==> src/verilog/nvmcs_pkg.sv <==
package nvmcs_pkg;
  // ************************************
  // register offsets
  // ************************************
  localparam logic [7:0] OFS_CMD = 8'h00;
  localparam logic [7:0] OFS_CFG = 8'h04;
  localparam logic [7:0] OFS_GEOM = 8'h08;
  localparam logic [7:0] OFS_IEN_CLR = 8'h0c;
  localparam logic [7:0] OFS_IEN_SET = 8'h10;
  localparam logic [7:0] OFS_IFLAG = 8'h14;
  localparam logic [7:0] OFS_STATUS = 8'h18;
  localparam logic [7:0] OFS_ADDR = 8'h1c;
  localparam logic [7:0] OFS_LOCK = 8'h20;
  // ************************************
  // fields and reset values
  // ************************************
  localparam logic [31:0] CFG_RESET = 32'h0000_0080;
  localparam logic [31:0] CFG_WMASK = 32'h0007_039e;
  localparam int CFG_RWS_LSB = 1;
  localparam int CFG_MANUAL_WRITE_BIT = 7;
  localparam int CFG_SLEEP_LSB = 8;
  localparam int CFG_POLICY_LSB = 16;
  localparam int CFG_CACHE_OFF_BIT = 18;
  localparam int GEOM_EMU_LSB = 20;
  localparam int GEOM_PSZ_LSB = 16;
  localparam int IRQ_READY = 0;
  localparam int IRQ_ERROR = 1;
  localparam int ST_PRM = 0;
  localparam int ST_LOAD = 1;
  localparam int ST_BAD_COMMAND_ERROR = 2;
  localparam int ST_LOCKED_REGION_ERROR = 3;
  localparam int ST_MEMORY_ERROR = 4;
  localparam int ST_SB = 8;
  localparam int ADDR_W = 22;
  localparam int REGION_LSB = 18;
  localparam logic [7:0] CMD_KEY = 8'ha5;
  // ************************************
  // enumerations
  // ************************************
  typedef enum logic [1:0] {POLICY_FAST = 2'h0, POLICY_LOW_POWER = 2'h1, POLICY_DETERMINISTIC = 2'h2,
    POLICY_RSVD = 2'h3} nvmcs_policy_t;
  typedef enum logic [1:0] {WAKE_ON_FIRST_ACCESS = 2'h0, WAKE_ON_SLEEP_EXIT = 2'h1, SLEEP_RSVD = 2'h2,
    SLEEP_PRM_OFF = 2'h3} nvmcs_sleep_t;
  typedef enum logic [6:0] {CMD_ER = 7'h02, CMD_WP = 7'h04, CMD_EAR = 7'h05, CMD_WAP = 7'h06,
    CMD_EMU_ER = 7'h1a, CMD_EMU_WP = 7'h1c, CMD_LR = 7'h40, CMD_UR = 7'h41, CMD_PRM_SET = 7'h42,
    CMD_PRM_CLR = 7'h43, CMD_BUF_CLR = 7'h44, CMD_SSB = 7'h45, CMD_INVALL = 7'h46} nvmcs_cmd_t;
endpackage : nvmcs_pkg

==> src/verilog/nvmcs_cfg_if.sv <==
`timescale 1ns/1ps
interface nvmcs_cfg_if;
  import nvmcs_pkg::*;
  logic cache_off;
  logic [1:0] cache_read_policy;
  logic [3:0] read_wait_states;
  logic [1:0] sleep_power_reduction;
  logic rd_req;
  logic rd_hit;
  logic rd_done;
  modport ctrl (output cache_off, cache_read_policy, read_wait_states, sleep_power_reduction, rd_req, rd_hit,
    input rd_done);
  modport timer (input cache_off, cache_read_policy, read_wait_states, rd_req, rd_hit, output rd_done);
  modport power (input sleep_power_reduction, rd_req);
endinterface : nvmcs_cfg_if

==> src/verilog/nvmcs_read_timer.sv <==
`timescale 1ns/1ps
module nvmcs_read_timer
  import nvmcs_pkg::*;
(
  input wire logic sys_clk,
  input wire logic rst,
  nvmcs_cfg_if.timer cfg
);
  import nvmcs_pkg::*;
  logic [4:0] cnt_r;
  logic busy_r;
  logic [4:0] need;
  logic hit_served;

  // ************************************
  // wait states per read
  // ************************************
  always_comb
  begin
    hit_served = cfg.rd_hit && !cfg.cache_off;
    case (cfg.cache_read_policy)
      POLICY_FAST: need = hit_served ? 5'h00 : {1'b0, cfg.read_wait_states};
      POLICY_LOW_POWER: need = hit_served ? 5'h00 : 5'({1'b0, cfg.read_wait_states} + 5'h01);
      POLICY_DETERMINISTIC: need = {1'b0, cfg.read_wait_states};
      default: need = {1'b0, cfg.read_wait_states};
    endcase
  end

  always_ff @(posedge sys_clk or posedge rst)
  begin
    if (rst)
    begin
      busy_r <= 1'b0;
      cnt_r <= 5'h00;
    end
    else if (!busy_r && cfg.rd_req && need != 5'h00)
    begin
      busy_r <= 1'b1;
      cnt_r <= need;
    end
    else if (busy_r)
    begin
      cnt_r <= 5'(cnt_r - 5'h01);
      if (cnt_r == 5'h01)
        busy_r <= 1'b0;
    end
  end

  assign cfg.rd_done = (!busy_r && cfg.rd_req && need == 5'h00) || (busy_r && cnt_r == 5'h01);
endmodule : nvmcs_read_timer

==> src/verilog/nvmcs_power_ctl.sv <==
`timescale 1ns/1ps
module nvmcs_power_ctl
  import nvmcs_pkg::*;
(
  input wire logic sys_clk,
  input wire logic rst,
  nvmcs_cfg_if.power cfg,
  input wire logic sleep_enter,
  input wire logic sleep_exit,
  input wire logic cmd_set,
  input wire logic cmd_clr,
  output logic power_reduced
);
  import nvmcs_pkg::*;
  logic auto_on;

  // ************************************
  // power reduction state
  // ************************************
  assign auto_on = cfg.sleep_power_reduction == WAKE_ON_FIRST_ACCESS ||
    cfg.sleep_power_reduction == WAKE_ON_SLEEP_EXIT;

  always_ff @(posedge sys_clk or posedge rst)
  begin
    if (rst)
      power_reduced <= 1'b0;
    else if (cmd_set || (sleep_enter && auto_on))
      power_reduced <= 1'b1;
    else if (cmd_clr || cfg.rd_req)
      power_reduced <= 1'b0;
    else if (sleep_exit && cfg.sleep_power_reduction == WAKE_ON_SLEEP_EXIT)
      power_reduced <= 1'b0;
  end
endmodule : nvmcs_power_ctl

==> src/verilog/nvmcs_ctrl.sv <==
`timescale 1ns/1ps
// Notes on behaviour
// cache-off bit bypasses cache for reads
// fast policy adds no miss wait states
// low-power policy adds one wait per miss
// deterministic policy: hit equals miss timing
// sleep field 0: wake on first access
// sleep field 1: wake on sleep exit
// sleep field 3: no automatic power reduction
// auto mode: last buffer word starts write
// manual mode: writes only by command
// read wait states zero to fifteen
// geometry register shows page counts
// page size code is eight shifted
// set and clear registers share enables
// error flag on any error condition
// ready flag low while busy
// status bit 4: memory failure
// status bit 3: locked region programmed
// status bit 2: bad command or key
// status bit 1: page buffer loaded
// status bit 0 shows power reduction
// address register feeds commands, auto-updated
// lock status read-only, changed by commands
// commands run only with correct key
// software issues commands only when ready
// buffer clear command ends loaded state
// interrupt while enabled flag is set
module nvmcs_ctrl
  import nvmcs_pkg::*;
#(
  parameter logic [11:0] EMU_PAGES = 12'h000,
  parameter logic [2:0] PAGE_SIZE_CODE = 3'h0,
  parameter logic [15:0] MAIN_PAGES = 16'h0000,
  parameter logic [15:0] LOCK_INIT = 16'hffff,
  parameter logic SECURITY_INIT = 1'b0
)
(
  input wire logic sys_clk,
  input wire logic rst,
  input wire logic reg_sel,
  input wire logic reg_wr,
  input wire logic [7:0] reg_addr,
  input wire logic [3:0] reg_be,
  input wire logic [31:0] reg_wdata,
  output logic [31:0] reg_rdata,
  output logic reg_ack,
  input wire logic arr_rd_req,
  input wire logic arr_rd_hit,
  output logic arr_rd_done,
  output logic cache_bypass,
  input wire logic sleep_enter,
  input wire logic sleep_exit,
  input wire logic pb_wr,
  input wire logic pb_last_word,
  input wire logic [nvmcs_pkg::ADDR_W-1:0] pb_wr_addr,
  output logic flash_cmd_go,
  output logic [6:0] flash_cmd_code,
  output logic [nvmcs_pkg::ADDR_W-1:0] flash_addr,
  input wire logic flash_busy,
  input wire logic flash_fail,
  input wire logic flash_lock_violation,
  output logic power_reduced,
  output logic irq
);
  import nvmcs_pkg::*;

  nvmcs_cfg_if cfg_bus ();

  logic [31:0] cfg_r;
  logic [1:0] ien_r;
  logic err_flag_r;
  logic load_r;
  logic bad_command_error_r;
  logic locked_region_error_r;
  logic memory_error_r;
  logic [ADDR_W-1:0] addr_r;
  logic [15:0] lock_r;
  logic security_r;
  logic [6:0] cmd_code_r;
  logic cmd_go_r;
  logic ready;
  logic wr_en;
  logic [31:0] wmask;
  logic [31:0] w1;
  logic cmd_write;
  logic cmd_ok;
  logic cmd_bad;
  logic auto_write;
  logic page_write_cmd;
  logic buf_clr_cmd;
  logic [3:0] region;
  logic [15:0] status_word;
  logic [31:0] rd_nxt;

  // ************************************
  // decoding helpers
  // ************************************
  function automatic logic hit(input logic [7:0] a, input logic [7:0] ofs);
    hit = a == ofs;
  endfunction : hit

  function automatic logic [31:0] be_mask(input logic [3:0] be);
    be_mask = {{8{be[3]}}, {8{be[2]}}, {8{be[1]}}, {8{be[0]}}};
  endfunction : be_mask

  function automatic logic code_known(input logic [6:0] c);
    case (c)
      CMD_ER, CMD_WP, CMD_EAR, CMD_WAP, CMD_EMU_ER, CMD_EMU_WP, CMD_LR, CMD_UR,
      CMD_PRM_SET, CMD_PRM_CLR, CMD_BUF_CLR, CMD_SSB, CMD_INVALL: code_known = 1'b1;
      default: code_known = 1'b0;
    endcase
  endfunction : code_known

  function automatic logic is_page_write(input logic [6:0] c);
    is_page_write = c == CMD_WP || c == CMD_WAP || c == CMD_EMU_WP;
  endfunction : is_page_write

  assign wr_en = reg_sel && reg_wr;
  assign wmask = be_mask(reg_be);
  assign w1 = reg_wdata & wmask;

  // ************************************
  // configuration
  // ************************************
  always_ff @(posedge sys_clk or posedge rst)
  begin
    if (rst)
      cfg_r <= CFG_RESET;
    else if (wr_en && hit(reg_addr, OFS_CFG))
      cfg_r <= (cfg_r & ~(wmask & CFG_WMASK)) | (reg_wdata & wmask & CFG_WMASK);
  end

  assign cfg_bus.cache_off = cfg_r[CFG_CACHE_OFF_BIT];
  assign cfg_bus.cache_read_policy = cfg_r[CFG_POLICY_LSB +: 2];
  assign cfg_bus.read_wait_states = cfg_r[CFG_RWS_LSB +: 4];
  assign cfg_bus.sleep_power_reduction = cfg_r[CFG_SLEEP_LSB +: 2];
  assign cfg_bus.rd_req = arr_rd_req;
  assign cfg_bus.rd_hit = arr_rd_hit;
  assign arr_rd_done = cfg_bus.rd_done;
  assign cache_bypass = cfg_r[CFG_CACHE_OFF_BIT];

  nvmcs_read_timer u_timer (
    .sys_clk(sys_clk),
    .rst(rst),
    .cfg(cfg_bus.timer)
  );

  nvmcs_power_ctl u_power (
    .sys_clk(sys_clk),
    .rst(rst),
    .cfg(cfg_bus.power),
    .sleep_enter(sleep_enter),
    .sleep_exit(sleep_exit),
    .cmd_set(cmd_ok && reg_wdata[6:0] == CMD_PRM_SET),
    .cmd_clr(cmd_ok && reg_wdata[6:0] == CMD_PRM_CLR),
    .power_reduced(power_reduced)
  );

  // ************************************
  // command issue
  // ************************************
  assign ready = !flash_busy && !cmd_go_r;
  assign cmd_write = wr_en && hit(reg_addr, OFS_CMD) && reg_be[1:0] == 2'b11;
  assign cmd_ok = cmd_write && reg_wdata[15:8] == CMD_KEY && code_known(reg_wdata[6:0]) && ready;
  assign cmd_bad = cmd_write && !cmd_ok;
  assign auto_write = pb_wr && pb_last_word && !cfg_r[CFG_MANUAL_WRITE_BIT];
  assign page_write_cmd = (cmd_ok && is_page_write(reg_wdata[6:0])) || auto_write;
  assign buf_clr_cmd = cmd_ok && reg_wdata[6:0] == CMD_BUF_CLR;
  assign region = addr_r[REGION_LSB +: 4];

  always_ff @(posedge sys_clk or posedge rst)
  begin
    if (rst)
    begin
      cmd_go_r <= 1'b0;
      cmd_code_r <= 7'h00;
    end
    else
    begin
      cmd_go_r <= cmd_ok || auto_write;
      if (cmd_ok)
        cmd_code_r <= reg_wdata[6:0];
      else if (auto_write)
        cmd_code_r <= CMD_WP;
    end
  end

  assign flash_cmd_go = cmd_go_r;
  assign flash_cmd_code = cmd_code_r;
  assign flash_addr = addr_r;

  // ************************************
  // address register
  // ************************************
  always_ff @(posedge sys_clk or posedge rst)
  begin
    if (rst)
      addr_r <= '0;
    else if (pb_wr)
      addr_r <= pb_wr_addr;
    else if (wr_en && hit(reg_addr, OFS_ADDR))
      addr_r <= (addr_r & ~wmask[ADDR_W-1:0]) | (reg_wdata[ADDR_W-1:0] & wmask[ADDR_W-1:0]);
  end

  // ************************************
  // region locks and security
  // ************************************
  logic init_done_r;
  always_ff @(posedge sys_clk or posedge rst)
  begin
    if (rst)
      init_done_r <= 1'b0;
    else
      init_done_r <= 1'b1;
  end
  // lock image is zero in reset, takes the strap value on the first cycle after, then follows commands
  always_ff @(posedge sys_clk or posedge rst)
  begin
    if (rst)
      lock_r <= 16'h0000;
    else if (!init_done_r)
      lock_r <= LOCK_INIT;
    else if (cmd_go_r && cmd_code_r == CMD_LR)
      lock_r[region] <= 1'b0;
    else if (cmd_go_r && cmd_code_r == CMD_UR)
      lock_r[region] <= 1'b1;
  end

  always_ff @(posedge sys_clk or posedge rst)
  begin
    if (rst)
      security_r <= 1'b0;
    else if (!init_done_r)
      security_r <= SECURITY_INIT;
    else if (cmd_go_r && cmd_code_r == CMD_SSB)
      security_r <= 1'b1;
  end

  // ************************************
  // interrupt enables
  // ************************************
  always_ff @(posedge sys_clk or posedge rst)
  begin
    if (rst)
      ien_r <= 2'b00;
    else if (wr_en && hit(reg_addr, OFS_IEN_SET))
      ien_r <= ien_r | w1[1:0];
    else if (wr_en && hit(reg_addr, OFS_IEN_CLR))
      ien_r <= ien_r & ~w1[1:0];
  end

  // ************************************
  // status and error flags
  // ************************************
  always_ff @(posedge sys_clk or posedge rst)
  begin
    if (rst)
    begin
      err_flag_r <= 1'b0;
      memory_error_r <= 1'b0;
      locked_region_error_r <= 1'b0;
      bad_command_error_r <= 1'b0;
    end
    else
    begin
      if (flash_fail || flash_lock_violation || cmd_bad)
        err_flag_r <= 1'b1;
      else if (wr_en && hit(reg_addr, OFS_IFLAG) && w1[IRQ_ERROR])
        err_flag_r <= 1'b0;
      if (flash_fail)
        memory_error_r <= 1'b1;
      else if (wr_en && hit(reg_addr, OFS_STATUS) && w1[ST_MEMORY_ERROR])
        memory_error_r <= 1'b0;
      if (flash_lock_violation)
        locked_region_error_r <= 1'b1;
      else if (wr_en && hit(reg_addr, OFS_STATUS) && w1[ST_LOCKED_REGION_ERROR])
        locked_region_error_r <= 1'b0;
      if (cmd_bad)
        bad_command_error_r <= 1'b1;
      else if (wr_en && hit(reg_addr, OFS_STATUS) && w1[ST_BAD_COMMAND_ERROR])
        bad_command_error_r <= 1'b0;
    end
  end

  always_ff @(posedge sys_clk or posedge rst)
  begin
    if (rst)
      load_r <= 1'b0;
    else if (pb_wr && !auto_write)
      load_r <= 1'b1;
    else if (page_write_cmd || buf_clr_cmd)
      load_r <= 1'b0;
    else if (wr_en && hit(reg_addr, OFS_STATUS) && w1[ST_LOAD])
      load_r <= 1'b0;
  end

  always_comb
  begin
    status_word = 16'h0000;
    status_word[ST_PRM] = power_reduced;
    status_word[ST_LOAD] = load_r;
    status_word[ST_BAD_COMMAND_ERROR] = bad_command_error_r;
    status_word[ST_LOCKED_REGION_ERROR] = locked_region_error_r;
    status_word[ST_MEMORY_ERROR] = memory_error_r;
    status_word[ST_SB] = security_r;
  end

  // ************************************
  // interrupt output
  // ************************************
  always_ff @(posedge sys_clk or posedge rst)
  begin
    if (rst)
      irq <= 1'b0;
    else
      irq <= (ien_r[IRQ_READY] && ready) || (ien_r[IRQ_ERROR] && err_flag_r);
  end

  // ************************************
  // register read
  // ************************************
  always_comb
  begin
    rd_nxt = 32'h0000_0000;
    case (reg_addr)
      OFS_CFG: rd_nxt = cfg_r;
      OFS_GEOM: rd_nxt = {EMU_PAGES, 1'b0, PAGE_SIZE_CODE, MAIN_PAGES};
      OFS_IEN_CLR: rd_nxt = {30'h0, ien_r};
      OFS_IEN_SET: rd_nxt = {30'h0, ien_r};
      OFS_IFLAG: rd_nxt = {30'h0, err_flag_r, ready};
      OFS_STATUS: rd_nxt = {16'h0000, status_word};
      OFS_ADDR: rd_nxt = {10'h000, addr_r};
      OFS_LOCK: rd_nxt = {16'h0000, lock_r};
      default: rd_nxt = 32'h0000_0000;
    endcase
  end

  always_ff @(posedge sys_clk or posedge rst)
  begin
    if (rst)
    begin
      reg_rdata <= 32'h0000_0000;
      reg_ack <= 1'b0;
    end
    else
    begin
      reg_ack <= reg_sel;
      reg_rdata <= (reg_sel && !reg_wr) ? rd_nxt : 32'h0000_0000;
    end
  end
endmodule : nvmcs_ctrl

==> config.mk <==
export PLATFORM = sky130hd
export DESIGN_NAME = nvmcs_ctrl
export DESIGN_NICKNAME = d
export VERILOG_FILES = /design/src/verilog/nvmcs_pkg.sv /design/src/verilog/nvmcs_cfg_if.sv /design/src/verilog/nvmcs_read_timer.sv /design/src/verilog/nvmcs_power_ctl.sv /design/src/verilog/nvmcs_ctrl.sv
export SDC_FILE = /design/constraint.sdc
export NUM_CORES = 1
export LEC_CHECK = 0
export ABC_AREA = 0
export BUFFER_PORTS_ARGS = -buffer_cell sky130_fd_sc_hd__buf_2
export CAP_MARGIN = 20
export CORE_MARGIN = 3
export CORE_UTILIZATION = 47
export DETAILED_ROUTE_END_ITERATION = 10
export GPL_TIMING_DRIVEN = 0
export PLACE_DENSITY_LB_ADDON = 0.3
export SLEW_MARGIN = 5
export SYNTH_ARGS = -nofsm -noshare
export SYNTH_HDL_FRONTEND = slang
export SYNTH_SLANG_ARGS = --single-unit
==> constraint.sdc <==
create_clock -name sys_clk -period 3 [get_ports sys_clk]
set_clock_uncertainty 0.2 [all_clocks]
set_input_delay 0.45 -clock sys_clk [delete_from_list [all_inputs] [get_ports sys_clk]]
set_output_delay 0.45 -clock sys_clk [all_outputs]
set_load 0.01 [all_outputs]
==> out/qor.txt <==
TritonCTS clock tree: yes
R2R depth: 5
Slew headroom: 0.3114
Die area: 11710 µm²
Status: finished, final reports clean
Share of cells above drive strength 1: 0.2841
Reg2reg setup slack: 0.50 ns
Pwr dens: 471.4 nW/µm²
Number of CTS-inserted buffers: 9
Setup crit end kind: output port
H-tree depth: 3
Mean post-synth cell area: 10.19 µm²
Worst slew pin tran: 1.019 ns
Initial antenna violation count: 0
Switching Share: 0.2933
CTS clk-pin slew, worst paths: 0.09 ns
Die Wd: 108.2 µm
Final nets: 707
Worst path cell trace: nor2b_1 -> nand2_1 -> o31a_1 -> nand4_1 -> o21ai_0 -> buf_2
Clk_lat worst skew: 0.36 ns
Core area: 9955 µm²
Layout Cells excl Fill: 763
CTS Buffer Depth: 2
GRT Overall Usage: 0.2539
Final TNS setup: 0 ns
Largest net degree at the start of global routing: 40
Pwr Total: 2.814 mW
Setup CP Type: reg2out
Routed WL per cell: 18.81 µm
Fill cells: 866
Fmax: 0.3725 GHz
Startpoint Class: flop
RePlAce Congestion: 0.9222
Lkg Pwr: 2.982 nW
Vias: 4413
Worst ir drop on vdd: 0.2499 mV
Vias in the first global route: 4313
Diode count: 0
Min-Delay Path Class: in2reg
Clock power frac: 0.302
Crit-path slowest cell: dfrtp_1
DRT Wirelength: 14.35 mm
CTS sink count: 96
Iteration-0 DRC count of the detailed router: 406
Synth Instances: 482
Rows: 36
Hold path cells: 1
Most used DFF post-synth: dfrtp_1
Setup Slack @ Placement: 0.2844 ns
Grt total ovfl: 0
Combinational share of power: 0.180
Placed Cells: 746
Max cap viols: 0
R2r endpoint: lock_r[14]$_DFFE_PP0P_
Max-slew violations: 0
Die Ht: 108.2 µm
Post-synth cell types: 70
Crit path largest cell delay: 0.48 ns
Number of synthesized flops with an enable pin: 0
Fin. Hold Viols: 0
Setup WS post-layout: 0.3157 ns
Initial Util: 0.4933
Synth async-reset ratio: 1.000
I/O Buffers: 120
First-pass GRT wire length: 22.98 mm
TritonRoute pass-1 iters: 5
I/O pins: 146
Hold_sp: reg_sel
Clock root buffer: clkbuf_8
CP required: 2.35 ns
Finished Core Util: 0.5997
Antenna-violating nets left: 0
Area of the multi-input gates: 2321 µm²
Largest fanout on the critical path: 7
Detail Placement HPWL: 10.91 mm
Avg Vias per Cell: 5.784
Fraction of power consumed by sequential logic: 0.517
Tmin final: 2.684 ns
Seq/Total Area, Yosys: 0.4894
NetSw: 825.5 µW
Seq. cell area: 2404 µm²
Final setup vio count: 0
Area grow syn2layout: 21.55%
DR DRC count: 0
Yosys reg bits: 96
Unrepaired setup endpoints after global routing: false
Syn Std Cell Area: 4911 µm²
Synth warnings: 0
Int Power: 1.989 mW
WP data arrival: 2.03 ns
Hold Path End: reg_ack$_DFF_PP0_
Final period utilization: 0.8948
R2r startpoint: flash_cmd_code[3]$_DFFE_PP0P_
==> worst max-delay path by stage <==
stage                                  startpoint                       endpoint  cells past startpoint
finish                                       flop                    arr_rd_done                      6
global route                                 flop                    arr_rd_done                      6
detailed placement                    reg_addr[5]                           flop                      6
floorplan           flash_cmd_code[3]$_DFFE_PP0P_         lock_r[14]$_DFFE_PP0P_                      5
CTS                                          flop                    arr_rd_done                      7
global placement                      reg_addr[5]  flash_cmd_code[4]$_DFFE_PP0P_                      6
==> through the flow <==
step	hold slack (ns)	area, µm²
2_1_floorplan	0.2482	4949
3_3_place_gp	0.2690	5715
3_5_place_dp	0.2792	5756
4_1_cts	0.05519	5961
5_1_grt	0.05104	5969
6_report	0.07752	5969
==> cells by family (layout without fill, tap and decap cells) <==
kind of cell	Yosys count	count (layout)	synth area share
xor+xnor	3	3	0.005351
fa+ha+maj	3	3	0.007644
mux	52	52	0.1088
flops	96	96	0.4894
buf+inv	48	187	0.04637
compound gates	96	96	0.1419
other cells	2	11	0.001529
simple gates	182	182	0.1990
==> cell usage after synthesis (4+ instances only) <==
master,instances,share of area
o21ai_0,26,0.026
and3_1,8,0.010
a21oi_1,7,0.0071
mux2_2,11,0.025
nor4_1,4,0.0051
nor2_1,30,0.023
buf_4,12,0.018
inv_1,12,0.0092
nand2b_1,5,0.0064
a22o_1,9,0.016
a22oi_1,11,0.017
nor3_1,8,0.0082
dfrtp_1,95,0.48
mux2i_1,41,0.084
nor2b_1,7,0.0089
clkbuf_1,19,0.015
a222oi_1,7,0.014
nand3_1,16,0.016
nand2_1,64,0.049
nand3b_1,8,0.012
nand4_1,8,0.010
==> power by group through the flow <==
| stage | Sequential, mW | Clock, mW | Combinational [mW] |
|---|---|---|---|
| after CTS | 1.45 | 0.860 | 0.507 |
| after global placement | 1.48 | 0 | 0.485 |
| after floorplan | 1.47 | 0 | 0.320 |
| final | 1.46 | 0.851 | 0.507 |
| after global routing | 1.47 | 0.923 | 0.568 |
| after detailed placement | 1.48 | 0 | 0.504 |
==> worst max-delay path: cells and delay by family (launching register included) <==
family / cells / cell delay [ns]
and+or+nand+nor: 3 / 0.58
buffers and inverters: 1 / 0.14
AOI/OAI and AO/OA: 2 / 0.48
DFF: 1 / 0.48
==> layout make-up <==
type,count,share of cell area
sequential,96,0.4026
multi-input combinational,347,0.3888
clock inverter,6,0.01132
timing repair buffer,123,0.1090
clock buffer,10,0.02138
tap,133,0.02788
buffer,35,0.03018
inverter,13,0.008803
==> per-layer routing <==
layer  share of wire  global-route usage
met1            0.42              0.3434
met2            0.49              0.4107
met3           0.065             0.04896
met4           0.023             0.08747
met5               0                   0
==> what timing repair did <==
item                                   CTS  global route
hold buffers                             1             0
setup endpoints to repair                0             1
resized for setup                        0             3
setup buffers                            0             0
endpoints found under the hold margin   19             0
==> cell usage in the layout (no fill, tap or decap), types with 3 or more instances in the layout <==
cell type	count
nor2b_1	7
clkbuf_8	9
clkbuf_1	19
buf_2	122
or3_1	3
mux2_2	11
nor2_1	30
nor3_1	8
dfrtp_1	95
conb_1	11
a22oi_1	11
nand3_1	16
nand2b_1	5
o22ai_1	3
nand3b_1	8
a22o_1	9
nand4_1	8
nor4_1	4
o21ai_0	26
clkinvlp_4	3
buf_4	12
a21oi_1	7
a222oi_1	7
and3_1	8
inv_1	11
ha_1	3
a41oi_1	3
nand2_1	64
mux2i_1	41
No activity file was read; power rests on OpenSTA's default activity.
